$ cat config.mk
export PLATFORM = sky130hd
export DESIGN_NAME = airsr_bank
export DESIGN_NICKNAME = d
export VERILOG_FILES = /design/src/rtl/airsr_pkg.sv /design/src/rtl/airsr_bank.sv /design/src/rtl/airsr_sync.sv
export VERILOG_INCLUDE_DIRS = /design/src /design/src/rtl
export SDC_FILE = /design/constraint.sdc
export NUM_CORES = 1
export LEC_CHECK = 0
export BUFFER_PORTS_ARGS = -buffer_cell sky130_fd_sc_hd__buf_4
export CAP_MARGIN = 5
export CORE_ASPECT_RATIO = 1.75
export CORE_MARGIN = 2
export CORE_UTILIZATION = 53
export CTS_BUF_LIST = sky130_fd_sc_hd__clkbuf_4
export DETAILED_ROUTE_END_ITERATION = 10
export PLACE_DENSITY = 0.77
export SETUP_SLACK_MARGIN = 0.4
export SYNTH_ARGS = -nofsm -noshare
export SYNTH_HDL_FRONTEND = slang
export SYNTH_SLANG_ARGS = --single-unit
$ cat constraint.sdc
create_clock -name sys_clk -period 1.37 [get_ports sys_clk]
set_input_delay 0.2055 -clock sys_clk [delete_from_list [all_inputs] [get_ports sys_clk]]
set_output_delay 0.2055 -clock sys_clk [all_outputs]
set_load 0.005 [all_outputs]
$ cat src/rtl/airsr_defines.svh
// Notes on behaviour
// routing bit 0 low means serial frame delivery, high means parallel pins.
// bit 0 leaves clock, control and management interrupt routing alone.
// parallel mode disables firmware buffer; frame and bus-clock pins become IRQ15/IRQ14.
// bit 1 puts the clock interrupt in the frame (0) or on a pin (1).
// bit 2 puts the control interrupt in the frame (0) or on a pin (1).
// no serial-frame interrupts while running from standby power only.
// bit 3 sets control interrupt pin polarity: 0 low, 1 high.
// bit 4 sets control interrupt pin drive: 0 push-pull, 1 open-drain.
// bits 6:5 pick shared pin use: power event, control interrupt, IRQ9.
// with bit 5 set, pin routing overrides the logical device's number.
// shared pin: power event low open-drain; control per bits 3/4; IRQ9 high push-pull.
// bit 7 puts management interrupt in frame slot IRQ2 (0) or on its pin (1).
// management pin polarity and drive come from inputs, default low open-drain.
// force-change bits are set by software writes, never cleared by them.
// each force bit clears on step AND that drive's select.
// media flag = sel0&force0 | sel1&force1 | external media-changed input.
// force register bits 7:2 read as zero.
// floppy rate shadow returns the last written data-rate byte.
// first serial fifo shadow returns the last written fifo control byte.
// second serial fifo shadow uses the same layout for the second port.
// each shadow captures the last write to its write-only source.
`ifndef AIRSR_DEFINES_SVH
`define AIRSR_DEFINES_SVH
`define AIRSR_OFS_ROUTE 8'h00c0
`define AIRSR_OFS_FORCE 8'h00c1
`define AIRSR_OFS_RATE 8'h00c2
`define AIRSR_OFS_FIFO1 8'h00c3
`define AIRSR_OFS_FIFO2 8'h00c4
`define AIRSR_RST_ROUTE 8'h0000
`define AIRSR_RST_FORCE 2'h3
`define AIRSR_RST_SHADOW 8'h0000
`define AIRSR_B_PARALLEL 0
`define AIRSR_B_RTC_PIN 1
`define AIRSR_B_ACI_PIN 2
`define AIRSR_B_ACI_POL 3
`define AIRSR_B_ACI_OD 4
`define AIRSR_F_SHARED_HI 6
`define AIRSR_F_SHARED_LO 5
`define AIRSR_B_MGMT_PIN 7
`define AIRSR_SLOT_IRQ2 4'h0002
`define AIRSR_SLOT_IRQ9 4'h0009
`define AIRSR_SLOT_IRQ8 4'h0008
`endif

$ cat src/rtl/airsr_pkg.sv
package airsr_pkg;
   typedef enum logic [1:0] {
      AIRSR_SHARED_PME = 2'h0,
      AIRSR_SHARED_ACI = 2'h1,
      AIRSR_SHARED_IRQ9 = 2'h2,
      AIRSR_SHARED_RSVD = 2'h3
   } airsr_shared_t;
endpackage : airsr_pkg

$ cat src/rtl/airsr_bank.sv
`timescale 1ns/1ps
`include "airsr_defines.svh"
module airsr_bank (
   // clock, reset, enable
   input wire logic sys_clk,
   input wire logic rst_b,
   input wire logic clk_en,
   // register port
   input wire logic [7:0] reg_addr,
   input wire logic [7:0] reg_wdata,
   input wire logic reg_wr,
   input wire logic reg_rd,
   output logic [7:0] reg_rdata,
   // writes to write-only sources elsewhere
   input wire logic rate_src_wr,
   input wire logic fifo1_src_wr,
   input wire logic fifo2_src_wr,
   input wire logic [7:0] src_wdata,
   // power state and interrupt sources
   input wire logic standby_only,
   input wire logic rtc_irq,
   input wire logic aci_event,
   input wire logic mgmt_event,
   input wire logic power_event,
   input wire logic irq9_src,
   input wire logic irq14_src,
   input wire logic irq15_src,
   input wire logic mgmt_pin_active_high,
   input wire logic mgmt_pin_push_pull,
   // floppy pins
   input wire logic head_step_n,
   input wire logic drive_select0_n,
   input wire logic drive_select1_n,
   input wire logic media_changed_in_n,
   output logic media_changed_flag,
   // routing outputs
   output logic parallel_mode,
   output logic firmware_buf_en,
   output logic irq15_out,
   output logic irq15_oe,
   output logic irq14_out,
   output logic irq14_oe,
   output logic rtc_pin_out,
   output logic aci_pin_out,
   output logic aci_pin_oe,
   output logic shared_pin_out,
   output logic shared_pin_oe,
   output logic management_interrupt_n,
   output logic management_interrupt_oe,
   output logic aci_number_override,
   output logic [15:0] frame_request
);
   logic [7:0] route_reg;
   logic [1:0] force_reg;
   logic [7:0] rate_reg;
   logic [7:0] fifo1_reg;
   logic [7:0] fifo2_reg;
   logic [3:0] pins_sync;
   logic step_s;
   logic sel0_s;
   logic sel1_s;
   logic chg_s;
   wire [1:0] force_next;
   wire [1:0] clear_hit;
   wire [1:0] set_hit;
   logic [1:0] sel_pair;
   logic [15:0] frame_next;
   airsr_pkg::airsr_shared_t shared_sel;
   logic aci_level;
   logic mgmt_level;

   function automatic logic hit(input logic [7:0] a, input logic [7:0] ofs);
      hit = (a == ofs);
   endfunction : hit

   // pins cross from outside, active-low ones idle high
   airsr_sync #(.WIDTH(4)) u_sync (
      .sys_clk(sys_clk),
      .rst_b(rst_b),
      .clk_en(clk_en),
      .async_in({media_changed_in_n, drive_select1_n, drive_select0_n, head_step_n}),
      .reset_val(4'hf),
      .sync_out(pins_sync)
   );
   assign step_s = ~pins_sync[0];
   assign sel0_s = ~pins_sync[1];
   assign sel1_s = ~pins_sync[2];
   assign chg_s = ~pins_sync[3];

   always_ff @(posedge sys_clk) begin
      if (!rst_b) begin
         route_reg <= `AIRSR_RST_ROUTE;
      end else if (clk_en && reg_wr && hit(reg_addr, `AIRSR_OFS_ROUTE)) begin
         route_reg <= reg_wdata;
      end
   end

   // one slice per drive; a step and a software set in one cycle: the set wins
   assign sel_pair = {sel1_s, sel0_s};
   for (genvar d = 0; d < 2; d++) begin : g_drive
      assign clear_hit[d] = step_s & sel_pair[d];
      assign set_hit[d] = reg_wr & hit(reg_addr, `AIRSR_OFS_FORCE) & reg_wdata[d];
      assign force_next[d] = (force_reg[d] & ~clear_hit[d]) | set_hit[d];
      a_force_step_clr: assert property (@(posedge sys_clk) disable iff (!rst_b)
         (rst_b && clk_en && clear_hit[d] && !set_hit[d]) |=> !force_reg[d])
         else $error("force bit not cleared by step");
      a_force_sw_set: assert property (@(posedge sys_clk) disable iff (!rst_b)
         (rst_b && clk_en && set_hit[d]) |=> force_reg[d])
         else $error("force bit not set by write");
   end
   always_ff @(posedge sys_clk) begin
      if (!rst_b) begin
         force_reg <= `AIRSR_RST_FORCE;
      end else if (clk_en) begin
         force_reg <= force_next;
      end
   end

   // shadows follow writes to the real sources; the sources stay write-only
   always_ff @(posedge sys_clk) begin
      if (!rst_b) begin
         rate_reg <= `AIRSR_RST_SHADOW;
         fifo1_reg <= `AIRSR_RST_SHADOW;
         fifo2_reg <= `AIRSR_RST_SHADOW;
      end else if (clk_en) begin
         if (rate_src_wr) begin
            rate_reg <= src_wdata; // see R18
         end
         if (fifo1_src_wr) begin
            fifo1_reg <= src_wdata; // see R19
         end
         if (fifo2_src_wr) begin
            fifo2_reg <= src_wdata; // see R20
         end
      end
   end

   always_ff @(posedge sys_clk) begin
      if (!rst_b) begin
         reg_rdata <= 8'h00;
      end else if (clk_en) begin
         reg_rdata <= 8'h00;
         if (reg_rd) begin
            case (reg_addr)
               `AIRSR_OFS_ROUTE: reg_rdata <= route_reg;
               `AIRSR_OFS_FORCE: reg_rdata <= {6'h00, force_reg};
               `AIRSR_OFS_RATE: reg_rdata <= rate_reg;
               `AIRSR_OFS_FIFO1: reg_rdata <= fifo1_reg;
               `AIRSR_OFS_FIFO2: reg_rdata <= fifo2_reg;
               default: reg_rdata <= 8'h00;
            endcase
         end
      end
   end

   always_ff @(posedge sys_clk) begin
      if (!rst_b) begin
         media_changed_flag <= 1'b0;
      end else if (clk_en) begin
         media_changed_flag <= (sel0_s & force_reg[0]) | (sel1_s & force_reg[1]) | chg_s;
      end
   end

   assign shared_sel = airsr_pkg::airsr_shared_t'(
      route_reg[`AIRSR_F_SHARED_HI:`AIRSR_F_SHARED_LO]);
   // control interrupt level after polarity, active means asserted
   assign aci_level = route_reg[`AIRSR_B_ACI_POL] ? aci_event : ~aci_event;
   assign mgmt_level = mgmt_pin_active_high ? mgmt_event : ~mgmt_event;

   always_ff @(posedge sys_clk) begin
      if (!rst_b) begin
         parallel_mode <= 1'b0;
         firmware_buf_en <= 1'b1;
         irq15_out <= 1'b0;
         irq15_oe <= 1'b0;
         irq14_out <= 1'b0;
         irq14_oe <= 1'b0;
      end else if (clk_en) begin
         parallel_mode <= route_reg[`AIRSR_B_PARALLEL];
         firmware_buf_en <= ~route_reg[`AIRSR_B_PARALLEL];
         irq15_out <= irq15_src;
         irq15_oe <= route_reg[`AIRSR_B_PARALLEL];
         irq14_out <= irq14_src;
         irq14_oe <= route_reg[`AIRSR_B_PARALLEL];
      end
   end

   // dedicated pins ignore the parallel mode bit
   always_ff @(posedge sys_clk) begin
      if (!rst_b) begin
         rtc_pin_out <= 1'b0;
         aci_pin_out <= 1'b0;
         aci_pin_oe <= 1'b0;
         management_interrupt_n <= 1'b1;
         management_interrupt_oe <= 1'b0;
      end else if (clk_en) begin
         rtc_pin_out <= route_reg[`AIRSR_B_RTC_PIN] & rtc_irq; // see R2
         aci_pin_out <= aci_level;
         // open drain drives only the low level
         aci_pin_oe <= route_reg[`AIRSR_B_ACI_PIN] &
            (~route_reg[`AIRSR_B_ACI_OD] | ~aci_level); // see R5
         management_interrupt_n <= mgmt_level;
         management_interrupt_oe <= route_reg[`AIRSR_B_MGMT_PIN] &
            (mgmt_pin_push_pull | ~mgmt_level); // see R12
      end
   end

   always_ff @(posedge sys_clk) begin
      if (!rst_b) begin
         shared_pin_out <= 1'b1;
         shared_pin_oe <= 1'b0;
         aci_number_override <= 1'b0;
      end else if (clk_en) begin
         aci_number_override <= route_reg[`AIRSR_F_SHARED_LO];
         case (shared_sel)
            airsr_pkg::AIRSR_SHARED_PME: begin
               shared_pin_out <= 1'b0;
               shared_pin_oe <= power_event;
            end
            airsr_pkg::AIRSR_SHARED_ACI: begin
               shared_pin_out <= aci_level;
               shared_pin_oe <= ~route_reg[`AIRSR_B_ACI_OD] | ~aci_level;
            end
            airsr_pkg::AIRSR_SHARED_IRQ9: begin
               shared_pin_out <= irq9_src;
               shared_pin_oe <= 1'b1;
            end
            default: begin
               shared_pin_out <= 1'b1;
               shared_pin_oe <= 1'b0;
            end
         endcase
      end
   end

   // frame slots; nothing enters the frame under standby power
   always_comb begin
      frame_next = 16'h0000;
      frame_next[`AIRSR_SLOT_IRQ8] = ~route_reg[`AIRSR_B_RTC_PIN] & rtc_irq;
      frame_next[`AIRSR_SLOT_IRQ9] = ~route_reg[`AIRSR_B_ACI_PIN] & aci_event;
      frame_next[`AIRSR_SLOT_IRQ2] = ~route_reg[`AIRSR_B_MGMT_PIN] & mgmt_event;
      if (standby_only) begin
         frame_next = 16'h0000;
      end
   end
   always_ff @(posedge sys_clk) begin
      if (!rst_b) begin
         frame_request <= 16'h0000;
      end else if (clk_en) begin
         frame_request <= frame_next;
      end
   end

   a_force_set_wins: assert property (@(posedge sys_clk) disable iff (!rst_b)
      (clk_en && reg_wr && reg_addr == `AIRSR_OFS_FORCE && reg_wdata[0]) |=> force_reg[0])
      else $error("force bit 0 not set by write");
   a_force_no_sw_clr: assert property (@(posedge sys_clk) disable iff (!rst_b)
      (clk_en && force_reg[1] && !(step_s && sel1_s)) |=> force_reg[1])
      else $error("force bit 1 lost without step");
   a_force_hw_clear: assert property (@(posedge sys_clk) disable iff (!rst_b)
      (clk_en && step_s && sel0_s && !reg_wr) |=> !force_reg[0])
      else $error("force bit 0 not cleared by step");
   a_force_reads_zero: assert property (@(posedge sys_clk) disable iff (!rst_b)
      (clk_en && reg_rd && reg_addr == `AIRSR_OFS_FORCE) |=> reg_rdata[7:2] == 6'h00)
      else $error("force upper bits not zero");
   a_standby_no_frame: assert property (@(posedge sys_clk) disable iff (!rst_b)
      (clk_en && standby_only) |=> frame_request == 16'h0000)
      else $error("frame request under standby");
   a_parallel_pins: assert property (@(posedge sys_clk) disable iff (!rst_b)
      clk_en |=> (irq15_oe == $past(route_reg[`AIRSR_B_PARALLEL])) &&
         (irq14_oe == irq15_oe) && (firmware_buf_en == !irq15_oe))
      else $error("parallel pin takeover mismatch");
   a_irq9_push_pull: assert property (@(posedge sys_clk) disable iff (!rst_b)
      (clk_en && shared_sel == airsr_pkg::AIRSR_SHARED_IRQ9) |=> shared_pin_oe)
      else $error("irq9 pin not driven");
   a_shadow_capture: assert property (@(posedge sys_clk) disable iff (!rst_b)
      (clk_en && rate_src_wr) |=> rate_reg == $past(src_wdata))
      else $error("rate shadow missed write");
   a_media_flag: assert property (@(posedge sys_clk) disable iff (!rst_b)
      (clk_en && chg_s) |=> media_changed_flag)
      else $error("media flag not set by input");

   // routing, media flag and shadow checks, each against the state one cycle earlier
   a_parallel_mode: assert property (@(posedge sys_clk) disable iff (!rst_b)
      (rst_b && clk_en) |=> parallel_mode == $past(route_reg[`AIRSR_B_PARALLEL]))
      else $error("parallel mode does not follow bit 0");
   a_irq14_pin: assert property (@(posedge sys_clk) disable iff (!rst_b)
      (rst_b && clk_en) |=> irq14_out == $past(irq14_src))
      else $error("irq14 pin does not follow its source");
   a_rtc_pin_route: assert property (@(posedge sys_clk) disable iff (!rst_b)
      (rst_b && clk_en) |=>
         rtc_pin_out == ($past(route_reg[`AIRSR_B_RTC_PIN]) && $past(rtc_irq)))
      else $error("clock interrupt pin wrong");
   a_rtc_frame_slot: assert property (@(posedge sys_clk) disable iff (!rst_b)
      (rst_b && clk_en && !standby_only && !route_reg[`AIRSR_B_RTC_PIN] && rtc_irq) |=>
         frame_request[`AIRSR_SLOT_IRQ8])
      else $error("clock interrupt missing from frame");
   a_rtc_pin_only: assert property (@(posedge sys_clk) disable iff (!rst_b)
      (rst_b && clk_en && route_reg[`AIRSR_B_RTC_PIN]) |=> !frame_request[`AIRSR_SLOT_IRQ8])
      else $error("pin routed clock interrupt in frame");
   a_aci_frame_slot: assert property (@(posedge sys_clk) disable iff (!rst_b)
      (rst_b && clk_en && !standby_only && !route_reg[`AIRSR_B_ACI_PIN] && aci_event) |=>
         frame_request[`AIRSR_SLOT_IRQ9])
      else $error("control interrupt missing from frame");
   a_aci_pin_only: assert property (@(posedge sys_clk) disable iff (!rst_b)
      (rst_b && clk_en && route_reg[`AIRSR_B_ACI_PIN]) |=> !frame_request[`AIRSR_SLOT_IRQ9])
      else $error("pin routed control interrupt in frame");
   a_aci_polarity: assert property (@(posedge sys_clk) disable iff (!rst_b)
      (rst_b && clk_en) |=>
         aci_pin_out == ($past(route_reg[`AIRSR_B_ACI_POL]) ~^ $past(aci_event)))
      else $error("control interrupt polarity wrong");
   a_aci_open_drain: assert property (@(posedge sys_clk) disable iff (!rst_b)
      (rst_b && clk_en && route_reg[`AIRSR_B_ACI_OD]) |=> !(aci_pin_oe && aci_pin_out))
      else $error("open drain control pin driven high");
   a_shared_reserved: assert property (@(posedge sys_clk) disable iff (!rst_b)
      (rst_b && clk_en && shared_sel == airsr_pkg::AIRSR_SHARED_RSVD) |=> !shared_pin_oe)
      else $error("reserved shared pin code drives pin");
   a_aci_override: assert property (@(posedge sys_clk) disable iff (!rst_b)
      (rst_b && clk_en) |=> aci_number_override == $past(route_reg[`AIRSR_F_SHARED_LO]))
      else $error("number override does not follow bit 5");
   a_pme_open_drain: assert property (@(posedge sys_clk) disable iff (!rst_b)
      (rst_b && clk_en && shared_sel == airsr_pkg::AIRSR_SHARED_PME) |=>
         !shared_pin_out && (shared_pin_oe == $past(power_event)))
      else $error("power event pin not low open drain");
   a_mgmt_frame_slot: assert property (@(posedge sys_clk) disable iff (!rst_b)
      (rst_b && clk_en && !standby_only && !route_reg[`AIRSR_B_MGMT_PIN] && mgmt_event) |=>
         frame_request[`AIRSR_SLOT_IRQ2])
      else $error("management interrupt missing from frame");
   a_mgmt_pin_only: assert property (@(posedge sys_clk) disable iff (!rst_b)
      (rst_b && clk_en && route_reg[`AIRSR_B_MGMT_PIN]) |=> !frame_request[`AIRSR_SLOT_IRQ2])
      else $error("pin routed management interrupt in frame");
   a_mgmt_pin_idle: assert property (@(posedge sys_clk) disable iff (!rst_b)
      (rst_b && clk_en && !route_reg[`AIRSR_B_MGMT_PIN]) |=> !management_interrupt_oe)
      else $error("management pin driven while in frame");
   a_mgmt_open_drain: assert property (@(posedge sys_clk) disable iff (!rst_b)
      (rst_b && clk_en && !mgmt_pin_push_pull) |=>
         !(management_interrupt_oe && management_interrupt_n))
      else $error("open drain management pin driven high");
   a_media_drive0: assert property (@(posedge sys_clk) disable iff (!rst_b)
      (rst_b && clk_en && sel0_s && force_reg[0]) |=> media_changed_flag)
      else $error("media flag not set by drive 0 force");
   a_rate_readback: assert property (@(posedge sys_clk) disable iff (!rst_b)
      (rst_b && clk_en && reg_rd && reg_addr == `AIRSR_OFS_RATE) |=> reg_rdata == $past(rate_reg))
      else $error("rate shadow read wrong");
   a_fifo1_capture: assert property (@(posedge sys_clk) disable iff (!rst_b)
      (rst_b && clk_en && fifo1_src_wr) |=> fifo1_reg == $past(src_wdata))
      else $error("first fifo shadow missed write");
   a_fifo2_capture: assert property (@(posedge sys_clk) disable iff (!rst_b)
      (rst_b && clk_en && fifo2_src_wr) |=> fifo2_reg == $past(src_wdata))
      else $error("second fifo shadow missed write");
endmodule : airsr_bank

$ cat src/rtl/airsr_sync.sv
`timescale 1ns/1ps
// two-stage synchroniser for pin inputs, held while the enable is low
module airsr_sync #(
   parameter int WIDTH = 1
) (
   input wire logic sys_clk,
   input wire logic rst_b,
   input wire logic clk_en,
   input wire logic [WIDTH-1:0] async_in,
   input wire logic [WIDTH-1:0] reset_val,
   output logic [WIDTH-1:0] sync_out
);
   logic [WIDTH-1:0] meta_reg;
   always_ff @(posedge sys_clk) begin
      if (!rst_b) begin
         meta_reg <= reset_val;
         sync_out <= reset_val;
      end else if (clk_en) begin
         meta_reg <= async_in;
         sync_out <= meta_reg;
      end
   end
endmodule : airsr_sync

==> flow_metrics.tcl, run 1 <==
set metrics [dict create \
    synth_warnings 0 \
    leakage_nw 1.577 \
    ys.flop_type "dfxtp_1" \
    setup_viol 0 \
    required_ns 1.16 \
    yosysMostFrequentCell "dfxtp_1" \
    die_w_um 60.11 \
    ant_nets 0 \
    finalCritPeriodShare 0.8003 \
    finalNetCount 462 \
    io_buffers 71 \
    drive_gt1_frac 0.3723 \
    endpoint_kind "primary output" \
    min_period_ns 1.096 \
    synth_cell_types 37 \
    slew_headroom 0.6605 \
    yosys-top-cells-area "dfxtp_1, a21boi_0, nand2_1, nand3_1, mux2i_1" \
    drc 0 \
    synth.avg_cell_area_um2 8.796 \
    drt_iter0_drc 76 \
    setup_tns_ns 0 \
    path_max_fanout 4 \
    dieArea_um2 6143 \
    clock_path_buffers 2 \
    finish.utilization 0.7447 \
    synthTopCellsByCount "dfxtp_1, nand2_1, nand3_1" \
    grt_first_pass_wirelength_um 11100 \
    antenna_found_initial 0 \
    via_count 2636 \
    num_antenna_cells 0 \
    grt_overflow_total 0 \
    cts_max_level 3 \
    ys_seq_area_frac 0.4524 \
    skew_ns 0.01703 \
    drtPass1Iterations 4 \
    path_buf_inv 1 \
    cpMaxStageDelayCell "dfxtp_2" \
    viasPerCell 5.347 \
    critical_path_class "reg2out" \
    synthCells 332 \
    ir_worst_vdd_mv 0.8498 \
    min_path_type "in2reg" \
    drv_cap 0 \
    cts_buffers 9 \
    status "finished clean" \
    start_util 0.5511 \
    fp-row-count 35 \
    grt_max_degree 56 \
    core_region_area_um2 5299 \
    hold_ws_ns 0.04825 \
    wl_per_cell_um 14.43 \
    clk_pin_slew_worst_paths_ns 0.10 \
    grt_pass1_vias 2438 \
    synth_edf_count 0 \
    p_per_area_nw_per_um2 886.8 \
    hold_viol 0 \
    nFillCells 387 \
    grt_setup_unrepaired "true" \
    die_h_um 102.2 \
    synth_area_um2 2920 \
    maxSlewViolCount 0 \
    crit_arrival_ns 0.89 \
    dp_hpwl_um 4906 \
    io_pins 85 \
    place_congestion 0.8725 \
    synth-seq-cells 66 \
    fmax_mhz 912.1 \
    insertion_delay_ns 0.41 \
    async_flop_share 0 \
    yosysTopAreaCell "dfxtp_1" \
    post-synth-top-area-fraction 0.4524 \
    syn_to_final_growth_pct 35.13 \
    tightest_slew_ns 0.5090 \
    cp_top_family "flip-flops" \
    root_buffer "clkbuf_4" \
    grt_use_total 0.2397 \
    worstSetupStartpointType "flip-flop" \
    tritoncts "yes" \
    clock_sinks 66 \
    crit_path_max_incr_delay_ns 0.35 \
    crit_path_cell_trace "buf_4" \
    wl_um 7112 \
]
layout make-up:
class,count,area (um2),area share
inverters,2,7.507,0.001902
multi-input cells,238,1508,0.3821
flip-flops and latches,66,1365,0.3459
clock buffers,10,75.07,0.01902
clock inverters,4,21.27,0.005390
repair buffers,99,877.1,0.2223
well taps,74,92.59,0.02346
metrics by stage:
stage | setup WS, ns | area, um2 | power, W | std cells
3_5_place_dp | -0.06897 | 3508 | 0.002483 | 464
5_1_grt | 0.2330 | 3946 | 0.003675 | 493
2_1_floorplan | 0.09136 | 3004 | 0.002306 | 344
4_1_cts | 0.2643 | 3791 | 0.003483 | 482
3_3_place_gp | -0.05460 | 3508 | 0.002475 | 464
6_report | 0.2736 | 3946 | 0.003500 | 493
worst paths after layout:
kind / cells past startpoint / end / from / slack (ns)
worst min register to register: 2 / reg_rdata[1]$_SDFFE_PN0P_ / reg_rdata[1]$_SDFFE_PN0P_ / 0.47
worst max register to register: 4 / shared_pin_out$_SDFFE_PN1P_ / route_reg[3]$_SDFFE_PN0P_ / 0.42
worst min-delay path: 3 / route_reg[7]$_SDFFE_PN0P_ / reg_wdata[7] / 0.05
worst max-delay path: 1 / parallel_mode / irq14_oe$_SDFFE_PN0P_ / 0.27
layer usage:
metal | share of wire | global-route usage | vias to the layer above
li1 | - | - | 1309
met1 | 0.39 | 0.2787 | 1226
met2 | 0.53 | 0.3988 | 78
met3 | 0.043 | 0.05316 | 23
met4 | 0.037 | 0.1282 | 0
met5 | 0 | 0 | -
what timing repair did:
action                                  CTS  global route
buffers inserted                          4             5
gates resized for setup                  60            19
hold buffers                              0             6
pin swaps                                 5             6
endpoints found under the setup margin   38            38
hold endpoints to repair                  0             6
gates cloned                              0             0
report_power, final:
group          internal [W]  total [W]  switching, W
Sequential          0.00198    0.00202     0.0000377
Clock              0.000362    0.00101      0.000645
Combinational      0.000254   0.000477      0.000223
Total               0.00259    0.00350      0.000905
kinds of logic (layout without fill, tap and decap cells):
| kind of cell | Yosys count | count (layout) | synth area share |
|---|---|---|---|
| compound gates | 86 | 86 | 0.2108 |
| xor+xnor | 2 | 2 | 0.005999 |
| buf+inv | 40 | 115 | 0.07455 |
| flops | 66 | 66 | 0.4524 |
| mux | 14 | 14 | 0.04798 |
| other cells | 1 | 13 | 0.001284 |
| simple gates | 123 | 123 | 0.2069 |
worst min-delay path, cell delays in order:
cell	delay, ns
buf_4	0.11
nand2_1	0.05
o21ai_1	0.05
layout by cell type, fill, tap and decap left out, types with 6 or more instances in the layout:
cell type | Yosys | layout
nand2b_1 | 7 | 6
dfxtp_1 | 66 | 33
clkbuf_4 | 0 | 10
nor2b_1 | 10 | 10
mux2i_1 | 14 | 14
dfxtp_2 | 0 | 32
buf_6 | 0 | 25
a22oi_1 | 14 | 6
dlygate4sd3_1 | 0 | 6
a21boi_0 | 28 | 27
conb_1 | 1 | 13
nand3_1 | 36 | 35
buf_4 | 16 | 66
o21ai_1 | 0 | 14
o22ai_1 | 6 | 6
nand2_1 | 55 | 55
a22oi_2 | 0 | 8
Note: power is estimated with default switching activity, not from simulation.
==> inputs of run 2 (changes only) <==
--- a/config.mk
+++ b/config.mk
@@ -6,14 +6,15 @@
 export SDC_FILE = /design/constraint.sdc
 export NUM_CORES = 1
 export LEC_CHECK = 0
+export ABC_AREA = 1
 export BUFFER_PORTS_ARGS = -buffer_cell sky130_fd_sc_hd__buf_4
 export CAP_MARGIN = 5
 export CORE_ASPECT_RATIO = 1.75
 export CORE_MARGIN = 2
-export CORE_UTILIZATION = 53
+export CORE_UTILIZATION = 48
 export CTS_BUF_LIST = sky130_fd_sc_hd__clkbuf_4
 export DETAILED_ROUTE_END_ITERATION = 10
-export PLACE_DENSITY = 0.77
+export PLACE_DENSITY = 0.74
 export SETUP_SLACK_MARGIN = 0.4
 export SYNTH_ARGS = -nofsm -noshare
 export SYNTH_HDL_FRONTEND = slang
==> constraint.sdc (replaced) <==
create_clock -name sys_clk -period 0.9 [get_ports sys_clk]
set_input_delay 0.135 -clock sys_clk [delete_from_list [all_inputs] [get_ports sys_clk]]
set_output_delay 0.135 -clock sys_clk [all_outputs]
set_load 0.005 [all_outputs]
==> flow_metrics.tcl, run 2 <==
set metrics [dict create \
    reg2reg_depth 4 \
    internal_power_w 0.004078 \
    ys_seq_area_frac 0.4475 \
    final_cell_mix "buf_4, dfxtp_2, nor2_1, buf_6, nand2_1" \
    hold_depth 3 \
    synthCells 390 \
    ant_nets 0 \
    cts_buffers 9 \
    synthTopCellsByCount "nor2_1, dfxtp_1, nand2_1" \
    grt_use_total 0.2680 \
    min_path_type "in2reg" \
    fmax_mhz 963.9 \
    finalNetCount 545 \
    violations "hold timing, setup timing" \
    synth.avg_cell_area_um2 7.571 \
    place_area_um2 3834 \
    power.share.clock 0.267 \
    dieArea_um2 6820 \
    m1WireLength_um 3159 \
    grt_max_degree 30 \
    path_buf_inv 1 \
    r2r_slack_ns -0.04 \
    grt_setup_unrepaired "true" \
    maxSlewViolCount 0 \
    hold_viol 17 \
    place_congestion 0.7970 \
    insertion_delay_ns 0.40 \
    p_per_area_nw_per_um2 1214 \
    dp_cells 544 \
    routed-wl-met2_um 5282 \
    fp-row-count 37 \
    place_ws_ns -0.3321 \
    syn_to_final_growth_pct 60.47 \
    wl_um 9432 \
    multiInputGateArea_um2 1841 \
    yosys-top-cells-area "dfxtp_1, nor2_1, nand3_1, nand2_1, o21ai_0" \
    grt_overflow_total 0 \
    rr_startpoint "route_reg[3]$_SDFFE_PN0P_" \
    start_util 0.4983 \
    drt_iter0_drc 174 \
    drtPass1Iterations 7 \
    worstSetupStartpointType "flip-flop" \
    path_max_fanout 2 \
    seqCellArea_um2 1426 \
    layout_setup_ws_ns -0.1374 \
    stdcell_area_um2 4738 \
    tritoncts "yes" \
    synth_cell_types 28 \
    final_common_cell "buf_4" \
    synth_warnings 0 \
    synth-seq-cells 66 \
    setup_viol 27 \
    hold_ws_ns -0.06680 \
    io_pins 85 \
    nFillCells 396 \
    status "complete, but fails checks" \
    drive_gt1_frac 0.6355 \
    viasPerCell 5.379 \
    clock_sinks 66 \
    grt_first_pass_wirelength_um 14020 \
    drc 0 \
    required_ns 0.76 \
    cpMaxStageDelayCell "dfxtp_2" \
    wl_per_cell_um 16.23 \
    io_buffers 71 \
    critical_path_class "reg2out" \
    cts_max_level 3 \
    ir_worst_vdd_mv 1.012 \
    leakage_nw 2.001 \
    yosysMostFrequentCell "nor2_1" \
    crit_path_cell_trace "buf_6" \
    clock_path_buffers 2 \
    async_flop_share 0 \
    synth_area_um2 2953 \
    stdcell_count 581 \
    seqPwrFrac 0.547 \
    ys.flop_type "dfxtp_1" \
    root_buffer "clkbuf_4" \
    dp_hpwl_um 5893 \
    clk_pin_slew_worst_paths_ns 0.11 \
    crit_arrival_ns 0.90 \
    yosysTopAreaCell "dfxtp_1" \
    min_period_ns 1.037 \
    endpoint_kind "primary output" \
    via_count 3125 \
    finish.utilization 0.7996 \
    drv_cap 0 \
    p_switching_w 0.001675 \
    skew_ns 0.008716 \
    swShare 0.2911 \
    rr_endpoint "aci_pin_oe$_SDFFE_PN0P_" \
    setup_tns_ns -2.590 \
    cp_top_family "flip-flops" \
    routed.top_layer "met4" \
    wl_met3_um 388 \
    hold_end "u_sync.meta_reg[1]$_SDFFE_PN1P_" \
    grt_pass1_vias 3001 \
    crit_path_max_incr_delay_ns 0.39 \
    post-synth-top-area-fraction 0.4475 \
    antenna_found_initial 1 \
    finalCritPeriodShare 1.153 \
    power_frac_comb 0.186 \
    synth_edf_count 0 \
    die_w_um 63.29 \
    core_region_area_um2 5926 \
    die_h_um 107.8 \
    hold_start "drive_select0_n" \
]
==> run 2: cell count changes after synthesis, moves of 7 or more <==
cell	change
a21oi_1	+22
nor2_1	+63
mux2i_1	-14
nor2b_1	-10
nand2b_1	-7
inv_1	+12
a21boi_0	-28
nand4_1	+14
o21ai_1	+19
o21ai_0	+11
inv_2	+9
a22oi_1	-14
==> run 2: how the worst max path moves through the flow <==
stage	end	from	cells past startpoint	slack, ns
finish	reg_rdata[7]	reg_rdata[7]$_SDFFE_PN0P_	1	-0.14
detailed placement	reg_rdata[7]$_SDFFE_PN0P_	reg_addr[5]	9	-0.33
CTS	irq15_oe	irq14_oe$_SDFFE_PN0P_	1	-0.13
floorplan	reg_rdata[2]$_SDFFE_PN0P_	reg_addr[5]	8	-0.04
global route	parallel_mode	irq14_oe$_SDFFE_PN0P_	1	-0.16
global placement	reg_rdata[4]$_SDFFE_PN0P_	reg_addr[5]	9	-0.29
==> run 2: cell families after synthesis <==
logic type | count (synthesis) | share of synthesized area
AND/OR/NAND/NOR | 184 | 0.2953
AO/OA/AOI/OAI | 81 | 0.1487
other | 1 | 0.001270
XOR/XNOR | 2 | 0.005933
flip-flops | 66 | 0.4475
buffers and inverters | 56 | 0.1013
==> run 2: area by class of cell <==
class | count | share of cell area
diodes | 1 | 0.0005281
inverters | 25 | 0.03195
clock buffers | 9 | 0.01426
flip-flops and latches | 66 | 0.3010
well taps | 78 | 0.02060
clock inverters | 5 | 0.005017
repair buffers | 115 | 0.2382
multi-input cells | 282 | 0.3884
==> run 2: power by group through the flow <==
stage	clock network (W)	registers (W)	logic (W)
floorplan	0	0.00318	0.000546
global placement	0	0.00319	0.000853
detailed placement	0	0.00319	0.000869
CTS	0.00153	0.00314	0.000985
global route	0.00167	0.00316	0.00116
finish	0.00153	0.00315	0.00107
==> run 2: per-stage QoR <==
step | hold WS, ns | total power [W]
CTS | -0.07933 | 0.005660
floorplan | 0.2367 | 0.003721
global route | -0.07666 | 0.005990
global placement | 0.3342 | 0.004038
detailed placement | 0.3388 | 0.004060
finish | -0.06680 | 0.005752
==> run 2: what timing repair did <==
action,in CTS,in global routing
pin swaps,99,29
cloned,2,0
setup buffers,12,8
gates resized for setup,145,62
setup endpoints to repair,92,92
endpoints found under the hold margin,34,22
==> run 2: worst min-delay path, delay by kind of cell <==
family                 cells  cell delay [ns]
and+or+nand+nor            2             0.09
buffers and inverters      1             0.08
==> run 2: routing by layer <==
| layer | GRT usage | up-vias |
|---|---|---|
| met3 | 0.05021 | 49 |
| met5 | 0 | - |
| li1 | - | 1499 |
| met4 | 0.1817 | 0 |
| met2 | 0.5099 | 116 |
| met1 | 0.2533 | 1461 |
